## src/shared/gpev_pkg.sv

```systemverilog
// shared constants and carrier types for the event-debounced general-purpose port
package gpev_pkg;

	// =====================================================================
	// port geometry
	localparam int PINS = 8;
	localparam int BUSES = 2;
	localparam int BUS_LPC = 0;
	localparam int BUS_SERIAL = 1;

	// =====================================================================
	// configuration space indices (pin select plus the selected pin's set)
	localparam logic [7:0] IDX_PIN_SELECT = 8'hf0;
	localparam logic [7:0] IDX_PIN_CONFIG_ONE = 8'hf1;
	localparam logic [7:0] IDX_PIN_EVENT_ROUTING = 8'hf2;
	localparam logic [7:0] IDX_PIN_CONFIG_TWO = 8'hf3;

	// =====================================================================
	// runtime register offsets from the I/O base address
	localparam logic [15:0] OFS_PORT_DATA_OUT = 16'h0000;
	localparam logic [15:0] OFS_PORT_DATA_IN = 16'h0001;
	localparam logic [15:0] OFS_PORT_EVENT_ENABLE = 16'h0002;
	localparam logic [15:0] OFS_PORT_EVENT_STATUS = 16'h0003;
	localparam logic [15:0] RUNTIME_SPAN = 16'h0004;

	// =====================================================================
	// pin_config_one fields
	localparam int C1_OUT_ENABLE = 0;
	localparam int C1_PUSH_PULL = 1;
	localparam int C1_PULL_UP = 2;
	localparam int C1_LOCK = 3;
	localparam int C1_EVENT_LEVEL = 4;
	localparam int C1_EVENT_POLARITY = 5;
	localparam int C1_DEBOUNCE = 6;
	localparam logic [7:0] C1_PROTECTED = 8'h0f;

	// =====================================================================
	// pin_config_two fields (bus control: bit 5 + bus index)
	localparam int C2_LOAD_PROTECT = 4;
	localparam int C2_BUS_BLOCK_BASE = 5;
	localparam logic [7:0] C2_PROTECTED = 8'h70;

	// =====================================================================
	// reset values
	localparam logic [7:0] PIN_SELECT_RESET = 8'h00;
	localparam logic [7:0] PIN_CONFIG_ONE_RESET = 8'h00;
	localparam logic [7:0] PIN_EVENT_ROUTING_RESET = 8'h01;
	localparam logic [7:0] PIN_CONFIG_TWO_RESET = 8'h00;
	localparam logic [7:0] PORT_DATA_OUT_RESET = 8'hff;
	localparam logic [7:0] PORT_EVENT_ENABLE_RESET = 8'h00;
	localparam logic [7:0] PORT_EVENT_STATUS_RESET = 8'h00;
	localparam logic [7:0] OUTPUT_ONLY_MASK = 8'h00;

	// =====================================================================
	// timing
	localparam int CLOCK_HZ = 25_000_000;
	localparam int DEBOUNCE_MS = 15;
	localparam int DEBOUNCE_CYCLES = (CLOCK_HZ / 1000) * DEBOUNCE_MS;

	// =====================================================================
	// carriers
	typedef struct packed {
		logic valid;
		logic write;
		logic cfgSpace;
		logic [15:0] addr;
		logic [7:0] wdata;
	} gpev_req_t;

	typedef struct packed {
		logic ack;
		logic [7:0] rdata;
	} gpev_rsp_t;

endpackage : gpev_pkg

```

## src/logic/gpev_port.sv

```systemverilog
// eight-pin general-purpose port with per-pin configuration and debounced events
//
// Operation
// - eight pins; bit n of each runtime register belongs to pin n
// - runtime registers sit in I/O space at the configured base address
// - config one bit 0 enables the pin output driver
// - config one bit 1 selects push-pull or open-drain output
// - config one bit 2 enables static pull-up for any pin type
// - lock bit blocks writes to data-out, config one 0-3, config two 4-6
// - lock clears only on reset or the unlock strobe
// - load protection without main power kills output and pull-up, and input buffer except on OUTPUT_ONLY pins
// - bus control bits block writes from one bus to protected bits
// - blocked bus still reads the actual protected, data-out, data-in values
// - bus control bits reset to zero, both buses allowed
// - an enabled output drives the stored data-out value
// - data-out reads return stored contents regardless of pin
// - data-in is read-only and returns the actual pin level
// - inactive module blocks LPC runtime access, data-out kept
// - debounce passes a level only after 15 ms without transitions
// - every pin is an event source set up by config one
// - config one bit 4 edge or level, bit 5 polarity
// - status set on active event regardless of enable; write 1 clears
// - pending is status and enable; notify while any pin pending
module gpev_port
	import gpev_pkg::*;
#(
	parameter int DEBOUNCE_TICKS = DEBOUNCE_CYCLES, // stable cycles before an event level passes
	parameter logic [7:0] OUTPUT_ONLY = OUTPUT_ONLY_MASK // pins whose input buffer stays enabled under load protection
) (
	input wire logic clock, // 25 MHz standby clock
	input wire logic rstn, // asynchronous reset, active low
	input wire gpev_req_t lpcReq, // access from the LPC host
	output gpev_rsp_t lpcRsp, // answer to the LPC host
	input wire gpev_req_t sbReq, // access from the serial bus
	output gpev_rsp_t sbRsp, // answer to the serial bus
	input wire logic [15:0] baseAddr, // I/O base from device configuration
	input wire logic moduleActive, // activation bit from device configuration
	input wire logic unlockGpio, // gpio_unlock_bit strobe from serial_bus_lock_control
	input wire logic mainPower, // main supply present, asynchronous
	input wire logic [7:0] pinIn, // port_pin_n levels, asynchronous
	output logic [7:0] pinOut, // pin output value
	output logic [7:0] pinOe, // pin output enable, high while driving
	output logic [7:0] pullUpEn, // static pull-up enable
	output logic [7:0] inputBufEn, // input buffer enable
	output logic notify // system notification, any pin pending
);

	localparam int CW = $clog2(DEBOUNCE_TICKS + 1);

	// =====================================================================
	// state
	logic [7:0] pinSync1, pinSync2;
	logic pwrSync1, pwrSync2;
	logic [7:0] pinSelect;
	logic [7:0] cfg1 [PINS];
	logic [7:0] evr [PINS];
	logic [7:0] cfg2 [PINS];
	logic [7:0] dataOut, eventEnable, eventStatus;
	logic [7:0] filt, filtPrev, eventHit, evClear;
	logic [7:0] next_dataOut, next_eventEnable, next_eventStatus;
	logic [7:0] next_cfg1 [PINS];
	logic [7:0] next_evr [PINS];
	logic [7:0] next_cfg2 [PINS];
	logic [7:0] lockVec, protVec, inLive, blkVec [BUSES];
	gpev_req_t req [BUSES];
	logic [7:0] rdata [BUSES];
	logic [BUSES-1:0] rtHit, cfgHit;
	logic [15:0] rtOfs [BUSES];
	logic [2:0] sel;

	assign req[BUS_LPC] = lpcReq;
	assign req[BUS_SERIAL] = sbReq;
	assign sel = pinSelect[2:0];

	// =====================================================================
	// synchronisers
	always_ff @(posedge clock or negedge rstn) begin
		if (!rstn) begin
			pinSync1 <= 8'h00;
			pinSync2 <= 8'h00;
			pwrSync1 <= 1'b0;
			pwrSync2 <= 1'b0;
		end else begin
			pinSync1 <= pinIn;
			pinSync2 <= pinSync1;
			pwrSync1 <= mainPower;
			pwrSync2 <= pwrSync1;
		end
	end

	// =====================================================================
	// per-pin protection vectors
	always_comb begin
		for (int n = 0; n < PINS; n++) begin
			lockVec[n] = cfg1[n][C1_LOCK];
			protVec[n] = cfg2[n][C2_LOAD_PROTECT] & ~pwrSync2;
			inLive[n] = ~(protVec[n] & ~OUTPUT_ONLY[n]);
			for (int b = 0; b < BUSES; b++) begin
				blkVec[b][n] = cfg2[n][C2_BUS_BLOCK_BASE + b];
			end
		end
	end

	// =====================================================================
	// address decode and read data per bus
	for (genvar b = 0; b < BUSES; b++) begin : g_bus
		logic lpcBlocked;
		assign lpcBlocked = (b == BUS_LPC) && !moduleActive;
		assign rtOfs[b] = req[b].addr - baseAddr;
		assign rtHit[b] = req[b].valid && !req[b].cfgSpace && !lpcBlocked
			&& (rtOfs[b] < RUNTIME_SPAN);
		assign cfgHit[b] = req[b].valid && req[b].cfgSpace && (req[b].addr[15:8] == 8'h00);

		// reads are never blocked by bus control
		always_comb begin
			rdata[b] = 8'h00;
			if (rtHit[b]) begin
				case (rtOfs[b])
					OFS_PORT_DATA_OUT: rdata[b] = dataOut;
					OFS_PORT_DATA_IN: rdata[b] = pinSync2 & inLive;
					OFS_PORT_EVENT_ENABLE: rdata[b] = eventEnable;
					OFS_PORT_EVENT_STATUS: rdata[b] = eventStatus;
					default: rdata[b] = 8'h00;
				endcase
			end else if (cfgHit[b]) begin
				case (req[b].addr[7:0])
					IDX_PIN_SELECT: rdata[b] = pinSelect;
					IDX_PIN_CONFIG_ONE: rdata[b] = cfg1[sel];
					IDX_PIN_EVENT_ROUTING: rdata[b] = evr[sel];
					IDX_PIN_CONFIG_TWO: rdata[b] = cfg2[sel];
					default: rdata[b] = 8'h00;
				endcase
			end
		end
	end

	// =====================================================================
	// answers, one cycle after each request
	always_ff @(posedge clock or negedge rstn) begin
		if (!rstn) begin
			lpcRsp <= '0;
			sbRsp <= '0;
		end else begin
			lpcRsp.ack <= lpcReq.valid;
			lpcRsp.rdata <= lpcReq.write ? 8'h00 : rdata[BUS_LPC];
			sbRsp.ack <= sbReq.valid;
			sbRsp.rdata <= sbReq.write ? 8'h00 : rdata[BUS_SERIAL];
		end
	end

	// =====================================================================
	// register writes; serial bus applied after LPC on a same-cycle clash
	always_comb begin
		logic [7:0] m;
		m = 8'h00;
		next_dataOut = dataOut;
		next_eventEnable = eventEnable;
		evClear = 8'h00;
		for (int n = 0; n < PINS; n++) begin
			next_cfg1[n] = cfg1[n];
			next_evr[n] = evr[n];
			next_cfg2[n] = cfg2[n];
		end
		for (int b = 0; b < BUSES; b++) begin
			if (rtHit[b] && req[b].write) begin
				case (rtOfs[b])
					OFS_PORT_DATA_OUT: begin
						m = ~(lockVec | blkVec[b]);
						next_dataOut = (next_dataOut & ~m) | (req[b].wdata & m);
					end
					OFS_PORT_EVENT_ENABLE: next_eventEnable = req[b].wdata;
					OFS_PORT_EVENT_STATUS: evClear = evClear | req[b].wdata;
					default: m = 8'h00; // data-in writes ignored
				endcase
			end
			if (cfgHit[b] && req[b].write) begin
				m = (lockVec[sel] | blkVec[b][sel]) ? 8'h00 : 8'hff;
				case (req[b].addr[7:0])
					IDX_PIN_CONFIG_ONE: begin
						m = m | ~C1_PROTECTED;
						next_cfg1[sel] = (next_cfg1[sel] & ~m) | (req[b].wdata & m);
					end
					IDX_PIN_CONFIG_TWO: begin
						m = m | ~C2_PROTECTED;
						next_cfg2[sel] = (next_cfg2[sel] & ~m) | (req[b].wdata & m);
					end
					IDX_PIN_EVENT_ROUTING: next_evr[sel] = req[b].wdata;
					default: m = 8'h00;
				endcase
			end
		end
		if (unlockGpio) begin
			for (int n = 0; n < PINS; n++) begin
				next_cfg1[n][C1_LOCK] = 1'b0;
			end
		end
	end

	always_ff @(posedge clock or negedge rstn) begin
		if (!rstn) begin
			pinSelect <= PIN_SELECT_RESET;
		end else begin
			for (int b = 0; b < BUSES; b++) begin
				if (cfgHit[b] && req[b].write && req[b].addr[7:0] == IDX_PIN_SELECT) begin
					pinSelect <= req[b].wdata;
				end
			end
		end
	end

	always_ff @(posedge clock or negedge rstn) begin
		if (!rstn) begin
			for (int n = 0; n < PINS; n++) begin
				cfg1[n] <= PIN_CONFIG_ONE_RESET;
				evr[n] <= PIN_EVENT_ROUTING_RESET;
				cfg2[n] <= PIN_CONFIG_TWO_RESET;
			end
		end else begin
			for (int n = 0; n < PINS; n++) begin
				cfg1[n] <= next_cfg1[n];
				evr[n] <= next_evr[n];
				cfg2[n] <= next_cfg2[n];
			end
		end
	end

	// data-out holds its value whatever the activation state
	always_ff @(posedge clock or negedge rstn) begin
		if (!rstn) begin
			dataOut <= PORT_DATA_OUT_RESET;
			eventEnable <= PORT_EVENT_ENABLE_RESET;
		end else begin
			dataOut <= next_dataOut;
			eventEnable <= next_eventEnable;
		end
	end

	// =====================================================================
	// pin drive
	always_ff @(posedge clock or negedge rstn) begin
		if (!rstn) begin
			pinOut <= 8'h00;
			pinOe <= 8'h00;
			pullUpEn <= 8'h00;
			inputBufEn <= 8'h00;
		end else begin
			for (int n = 0; n < PINS; n++) begin
				pinOut[n] <= dataOut[n];
				// open-drain only drives the low level
				pinOe[n] <= cfg1[n][C1_OUT_ENABLE] & ~protVec[n]
					& (cfg1[n][C1_PUSH_PULL] | ~dataOut[n]);
				pullUpEn[n] <= cfg1[n][C1_PULL_UP] & ~protVec[n];
				inputBufEn[n] <= inLive[n];
			end
		end
	end

	// =====================================================================
	// debounce filter per pin
	for (genvar n = 0; n < PINS; n++) begin : g_deb
		logic [CW-1:0] cnt;
		logic last;
		always_ff @(posedge clock or negedge rstn) begin
			if (!rstn) begin
				cnt <= '0;
				last <= 1'b0;
				filt[n] <= 1'b0;
			end else if (!cfg1[n][C1_DEBOUNCE]) begin
				cnt <= '0;
				last <= pinSync2[n] & inLive[n];
				filt[n] <= pinSync2[n] & inLive[n];
			end else if ((pinSync2[n] & inLive[n]) != last) begin
				cnt <= '0;
				last <= pinSync2[n] & inLive[n];
			end else if (cnt == CW'(DEBOUNCE_TICKS - 1)) begin
				filt[n] <= last;
			end else begin
				cnt <= cnt + CW'(1);
			end
		end
	end

	// =====================================================================
	// event detection, status and notification
	always_comb begin
		for (int n = 0; n < PINS; n++) begin
			eventHit[n] = (filt[n] == cfg1[n][C1_EVENT_POLARITY])
				&& (cfg1[n][C1_EVENT_LEVEL] || filt[n] != filtPrev[n]);
		end
		// set wins over software or power-loss clear
		next_eventStatus = (eventStatus & ~evClear & ~protVec) | eventHit;
	end

	always_ff @(posedge clock or negedge rstn) begin
		if (!rstn) begin
			filtPrev <= 8'h00;
			eventStatus <= PORT_EVENT_STATUS_RESET;
			notify <= 1'b0;
		end else begin
			filtPrev <= filt;
			eventStatus <= next_eventStatus;
			notify <= |(eventStatus & eventEnable);
		end
	end
endmodule : gpev_port

```

## config.mk

```make
export PLATFORM = sky130hd
export DESIGN_NAME = gpev_port
export DESIGN_NICKNAME = d
export VERILOG_FILES = /design/src/shared/gpev_pkg.sv /design/src/logic/gpev_port.sv
export SDC_FILE = /design/constraint.sdc
export NUM_CORES = 1
export LEC_CHECK = 0
export ABC_AREA = 1
export BUFFER_PORTS_ARGS = -buffer_cell sky130_fd_sc_hd__buf_4
export CORE_ASPECT_RATIO = 1.4
export CORE_MARGIN = 5
export CORE_UTILIZATION = 35
export CTS_CLUSTER_SIZE = 8
export DETAILED_ROUTE_END_ITERATION = 8
export PLACE_DENSITY = 0.53
export SYNTH_ARGS = -nofsm -noshare
export SYNTH_HDL_FRONTEND = slang
export SYNTH_SLANG_ARGS = --single-unit
```

## constraint.sdc

```tcl
create_clock -name clock -period 2.05 [get_ports clock]
set_input_delay 0.41 -clock clock [delete_from_list [all_inputs] [get_ports clock]]
set_output_delay 0.41 -clock clock [all_outputs]
set_load 0.01 [all_outputs]
```

==> impl_metrics.ini, run 1 <==
[critical_path]
cp-start-kind = flop
path_max_fanout = 8
reg2reg_from = pinSelect[1]
critPathArrivalTime_ns = 3.13
reg2reg_depth = 18
r2r_end = cfg1[32]
endpoint_kind = flop
setup.worst_path.start = pinSelect[1]
cp.required_ns = 2.56
critPathKind = flop to flop
r2r_slack_ns = -0.57

[outcome]
failed_checks = setup timing
status = complete, but fails checks

[final_layout]
final_layout_size_suffix_gt1_share_pct = 36.2
nFillCells = 7488
finalNetCount = 5019
final_cell_area_um2 = 42600
areaGrowthSynthToFinish_pct = 52.1
multi_input_area_um2 = 16500
register_area_um2 = 11800
fin_util_pct = 53.8

[routing]
dr.pass1.iters = 6
drt_iter0_drc = 2652
wl_met3_um = 8480
vias = 31964
top_layer = met4
wl_per_cell_um = 21.8
m1WireLength_um = 49300
drcViolationCount = 0
route.met2.wl_um = 62000
wirelength_um = 130000
viasPerCell = 5.35
antenna_left = 0

[placement]
hpwl_um = 99000
io_buffers = 133
pre_cts_ws_ns = -1.12
placed_area_um2 = 36600
place.gp.congestion = 1.04

[timing]
skew_ns = 0.0453
rsz0062_at_grt = true
hold_viol = 0
fin_crit_sh_pct = 128
max_freq_mhz = 382
worst_pin_slew_ns = 0.690
fin_hold_ws_ns = 0.0520
relSlewSlack_pct = 53.8
maxSlewViolCount = 0
period_needed_ns = 2.62
finalWorstSetupSlack_ns = -0.570
setup_viol = 130

[synthesis]
synth_ff_type = dfrtp_1
synth_top_family_by_area = simple AND/OR/NAND/NOR gates
synth_edf_count = 0
ys_seq_area_share_pct = 41.9
syn_nets = 4006
async_flop_share_pct = 100
synthAdderAreaFrac_pct = 1.84
yosysUniqueCellTypes = 72
synth-simple-area-share_pct = 29.9
synth_compound_area_share_pct = 15.8
ys_warn_count = 0
avgSynthCellArea_um2 = 7.22
synth_area_um2 = 28000
synth_xor_area_share_pct = 0.968
netlist_instances = 3883
ys_seq_elements = 469
synth_mux_area_share_pct = 0.143

[floorplanning]
row_count = 122
initial_core_util_pct = 35.4
core_area_um2 = 79200
die_y_um = 345
die-width_um = 249
ios = 134
die_area_um2 = 86000

[run]
max_cap_viol_count = 0

[global_route]
track_usage_pct = 28.9
antenna_found_initial = 1
first_global_vias = 31084
grt_start_max_net_pins = 92
grt_pass1_wl_um = 191000
grt_overflow = 0

[clock_tree]
h-tree-depth = 3
clk_pin_slew_ns = 0.06
ctsLongestPathBuffers = 3
cts_tree = yes
cts.sinks = 469
worstSkewPairLatency_ns = 0.63
cts_inserted_buffers = 69
root_buffer = clkbuf_16

[hold_path]
worstHoldStart = lpcReq[26]
hold_path_end = lpcRsp[8]
hold_path_class = primary input to flop
min_path_cells = 2

[power]
ir_worst_vdd_mv = 0.507
power_leakage_nw = 20.1
power_per_cell_area_nw_per_um2 = 546
power_mw = 23.3
## logic make-up (layout without fill, tap and decap cells)
logic type                 count (synthesis)  count (layout)
adders and majority gates                 40              40
buffers and inverters                    685            1718
DFF                                      469             469
xor gates and xnor gates                  31              31
muxes                                      4               4
AOI/OAI and AO/OA                        768             768
other                                      0               1
and+or+nand+nor                         1886            1886
## through the flow
stage / TNS (ns) / std cells
detailed placement: -152.19 / 5750
global placement: -151.15 / 5750
finish: -47.93 / 5971
global route: -62.56 / 5970
floorplan: -25.89 / 3883
CTS: -38.44 / 5880
## per-layer routing
layer  vias up  track usage [%]
met5         -                0
met4         0             17.4
met3       473             4.86
met2      1258             49.8
met1     15262             33.8
li1      14971                -
## layout by cell type, fill, tap and decap left out, types with 77 or more instances in the layout
master and instances:
nand2_2 87, nand3_2 141, clkbuf_16 77, dfrtp_1 450
nand2_1 732, nor2_1 310, inv_1 516, buf_4 897
o21ai_0 237, nand3_1 196, nand4_1 77, a21oi_1 169
## final cells by class
class                   count  area share (%)
diodes                      1         0.00587
flip-flops and latches    469            27.6
repair buffers           1029            20.4
clock buffers              84            4.33
inverters                 598            5.54
clock inverters             7           0.252
multi-input cells        2729            38.8
well taps                1054            3.09
## flip-flops by register name (all words and copies together) (netlist names)
register     cells
pinOut           8
lpcRsp           9
g_deb.last       8
blkVec          16
pinOe            8
cfg2            48
eventEnable      8
g_deb.cnt      152
notify           1
sbRsp            9
pwrSync2         1
pinSelect        8
eventStatus      8
filtPrev         8
pullUpEn         8
inputBufEn       8
evr             64
cfg1            64
pwrSync1         1
pinSync1         8
pinSync2         8
dataOut          8
filt             8
## synthesized netlist by cell type, types with 5 or more instances
library cell,instances,area [µm²]
nand2_1,844,3170
inv_1,567,2130
dfrtp_1,453,11300
nor2_1,389,1460
nand3_1,351,1760
o21ai_0,309,1550
a21oi_1,194,971
nor3_1,106,531
nand4_1,77,482
o211ai_1,53,398
o22ai_1,50,313
clkbuf_1,47,176
ha_1,38,475
nor4_1,29,181
xor2_1,26,228
a31oi_1,25,156
o21ai_1,23,115
a211oi_1,20,150
inv_2,20,75.1
a22oi_1,19,143
a221oi_1,17,149
dfstp_2,16,420
nor2_2,15,93.8
buf_1,14,52.6
buf_2,13,65.1
nand3_2,12,120
o31ai_1,11,82.6
clkinv_1,10,37.5
nand2_2,10,62.6
nor2_4,10,113
buf_4,9,67.6
nand3b_1,8,60.1
o21a_1,8,60.1
o221ai_1,7,61.3
or2_2,6,37.5
a22o_1,5,43.8
a31o_2,5,43.8
nor3b_1,5,37.5
xnor2_1,5,43.8
## how the worst max path moves through the flow
stage / endpoint / cells past startpoint
final: cfg1[32] / 18
after CTS: cfg1[24] / 16
after global placement: dataOut[5] / 22
after detailed placement: lpcRsp[2] / 21
after global routing: cfg1[24] / 17
after floorplan: eventEnable[5] / 19
## worst max-delay path: stages (launching register included)
cell	delay (ns)
dfrtp_1	0.41
buf_6	0.13
nor2_4	0.13
nand2_4	0.11
buf_12	0.14
o22ai_2	0.13
nor2_1	0.07
nand2_2	0.09
clkinv_4	0.10
buf_6	0.16
nand3_4	0.17
nand3_2	0.11
nand3_1	0.09
nand2_1	0.05
nor2_1	0.14
nand3b_1	0.18
buf_6	0.19
nand3_2	0.06
nand2_1	0.05
## where the power goes
part / internal [mW] / switching (mW)
combinational: 1.21 / 1.82
sequential: 9.41 / 0.115
clock: 6.30 / 4.42
## timing repair
action,CTS,global route
hold buffers,10,0
endpoints found under the hold margin,98,0
gates cloned,1,9
endpoints found under the setup margin,230,311
pin swaps,105,192
setup buffers,31,85
resized for setup,272,504
(Power assumes the default switching activity.)
==> run 2, diff against run 1 <==
--- a/config.mk
+++ b/config.mk
@@ -12,7 +12,7 @@
 export CORE_UTILIZATION = 35
 export CTS_CLUSTER_SIZE = 8
 export DETAILED_ROUTE_END_ITERATION = 8
-export PLACE_DENSITY = 0.53
+export PLACE_DENSITY = 0.61
 export SYNTH_ARGS = -nofsm -noshare
 export SYNTH_HDL_FRONTEND = slang
 export SYNTH_SLANG_ARGS = --single-unit
==> constraint.sdc (replaced) <==
create_clock -name clock -period 2.9 [get_ports clock]
set_input_delay 0.58 -clock clock [delete_from_list [all_inputs] [get_ports clock]]
set_output_delay 0.58 -clock clock [all_outputs]
set_load 0.01 [all_outputs]
==> impl_metrics.ini, run 2 (synthesis results as in run 1) <==
[clock_tree]
cts_tree = yes
h-tree-depth = 3
root_buffer = clkbuf_16
worstSkewPairLatency_ns = 0.63
clk_pin_slew_ns = 0.06
cts.sinks = 469
ctsLongestPathBuffers = 3
cts_inserted_buffers = 68

[critical_path]
critPathArrivalTime_ns = 3.30
r2r_slack_ns = 0.08
reg2reg_from = pinSelect[2]
reg2reg_depth = 16
cp.required_ns = 3.38
worstSetupEndpoint = cfg2[4]
r2r_end = cfg2[4]
path_max_fanout = 8
endpoint_kind = flop
cp-start-kind = flop
setup.worst_path.start = pinSelect[2]
critPathKind = flop to flop

[placement]
io_buffers = 133
hpwl_um = 91300
place.gp.congestion = 1.07
placed_area_um2 = 33900
pre_cts_ws_ns = -0.373

[floorplanning]
core_area_um2 = 79200
initial_core_util_pct = 35.4
die-width_um = 249
die_y_um = 345
ios = 134
die_area_um2 = 86000
row_count = 122

[global_route]
grt_start_max_net_pins = 104
track_usage_pct = 26.7
grt_pass1_wl_um = 177000
antenna_found_initial = 2
grt_overflow = 0
first_global_vias = 29371

[timing]
relSlewSlack_pct = 41.7
finalWorstSetupSlack_ns = 0.0820
tns_ns = 0
worst_pin_slew_ns = 0.874
fin_hold_ws_ns = 0.0647
maxSlewViolCount = 0
hold_viol = 0
period_needed_ns = 2.82
setup_viol = 0
skew_ns = 0.0272
fin_crit_sh_pct = 97.2
rsz0062_at_grt = false
max_freq_mhz = 355

[routing]
viasPerCell = 5.34
dr.pass1.iters = 8
wirelength_um = 118000
drt_iter0_drc = 2500
antenna_left = 0
drcViolationCount = 0
wl_per_cell_um = 21.2
vias = 29688

[final_layout]
regMostFlops = g_deb.cnt
finalNetCount = 4604
layout_commonest_cell = nand2_1
largest_reg_flops = 152
most-common-layout-cells = 839 x nand2_1, 591 x buf_4, 565 x inv_1
largest_registers = g_deb.cnt (152), cfg1 (64), evr (64)
final_cell_area_um2 = 35900
final_layout_size_suffix_gt1_share_pct = 18.5
areaGrowthSynthToFinish_pct = 28.0

[outcome]
status = completed

[power]
ir_worst_vdd_mv = 0.356
power_leakage_nw = 17.1
power_per_cell_area_nw_per_um2 = 442

[hold_path]
min_path_cells = 1
hold_path_class = primary input to flop

[run]
max_cap_viol_count = 0
## run 2: worst min-delay path by stage
stage                            from           to  slack (ns)
final                        pinIn[5]  pinSync1[5]        0.06
after global routing         pinIn[5]  pinSync1[5]        0.04
after CTS                    pinIn[5]  pinSync1[5]        0.03
after detailed placement  pinSync1[2]  pinSync2[2]        0.34
after global placement    pinSync1[0]  pinSync2[0]        0.33
after floorplan                  rstn    blkVec[0]        0.28
## run 2: metrics by stage
stage	power (mW)	cells	util, %
floorplan	7.55	3883	-
global placement	8.51	5462	42.8
detailed placement	8.51	5462	42.8
CTS	16.0	5553	45.2
global route	16.4	5555	45.3
finish	15.8	5556	45.3
## run 2: per-layer routing
metal,routed length [µm],track usage [%],up-vias
li1,-,-,14104
met1,44200,30.4,13942
met2,55200,44.9,1209
met3,8040,5.01,433
met4,10300,19.3,0
met5,0,0,-
## run 2: worst max-delay path, stage by stage, from the launching register on
cell	delay (ns)
dfrtp_1	0.45
inv_2	0.12
nand3_2	0.14
buf_4	0.23
o22ai_1	0.18
nor2_1	0.08
nand2_2	0.13
nand2_4	0.13
nand2_2	0.11
and2_2	0.22
nand2_1	0.09
nand3_1	0.11
nand2_1	0.08
nor2_2	0.16
nand3_2	0.22
nand3_1	0.13
nand2_1	0.11
## run 2: timing repair
item | in CTS | in global routing
hold buffers | 1 | 0
endpoints found under the hold margin | 25 | 0
endpoints found under the setup margin | 0 | 67
gates resized for setup | 0 | 22
buffers inserted | 0 | 1
## run 2: where the power goes
part           total [mW]  switching (mW)  internal [mW]
sequential           6.73          0.0771           6.65
clock                7.42            3.09           4.33
combinational        1.70            1.10          0.594
total                15.8            4.28           11.6
## run 2: final cells by class
type                            instances  area [µm²]
Sequential cell                       469       11800
Clock buffer                           84        1790
Timing Repair Buffer                  615        4870
Antenna cell                            1        2.50
Clock inverter                          6         110
Inverter                              598        2260
Tap cell                             1054        1320
Multi-Input combinational cell       2729       13800
Fill cell                            8015       43300
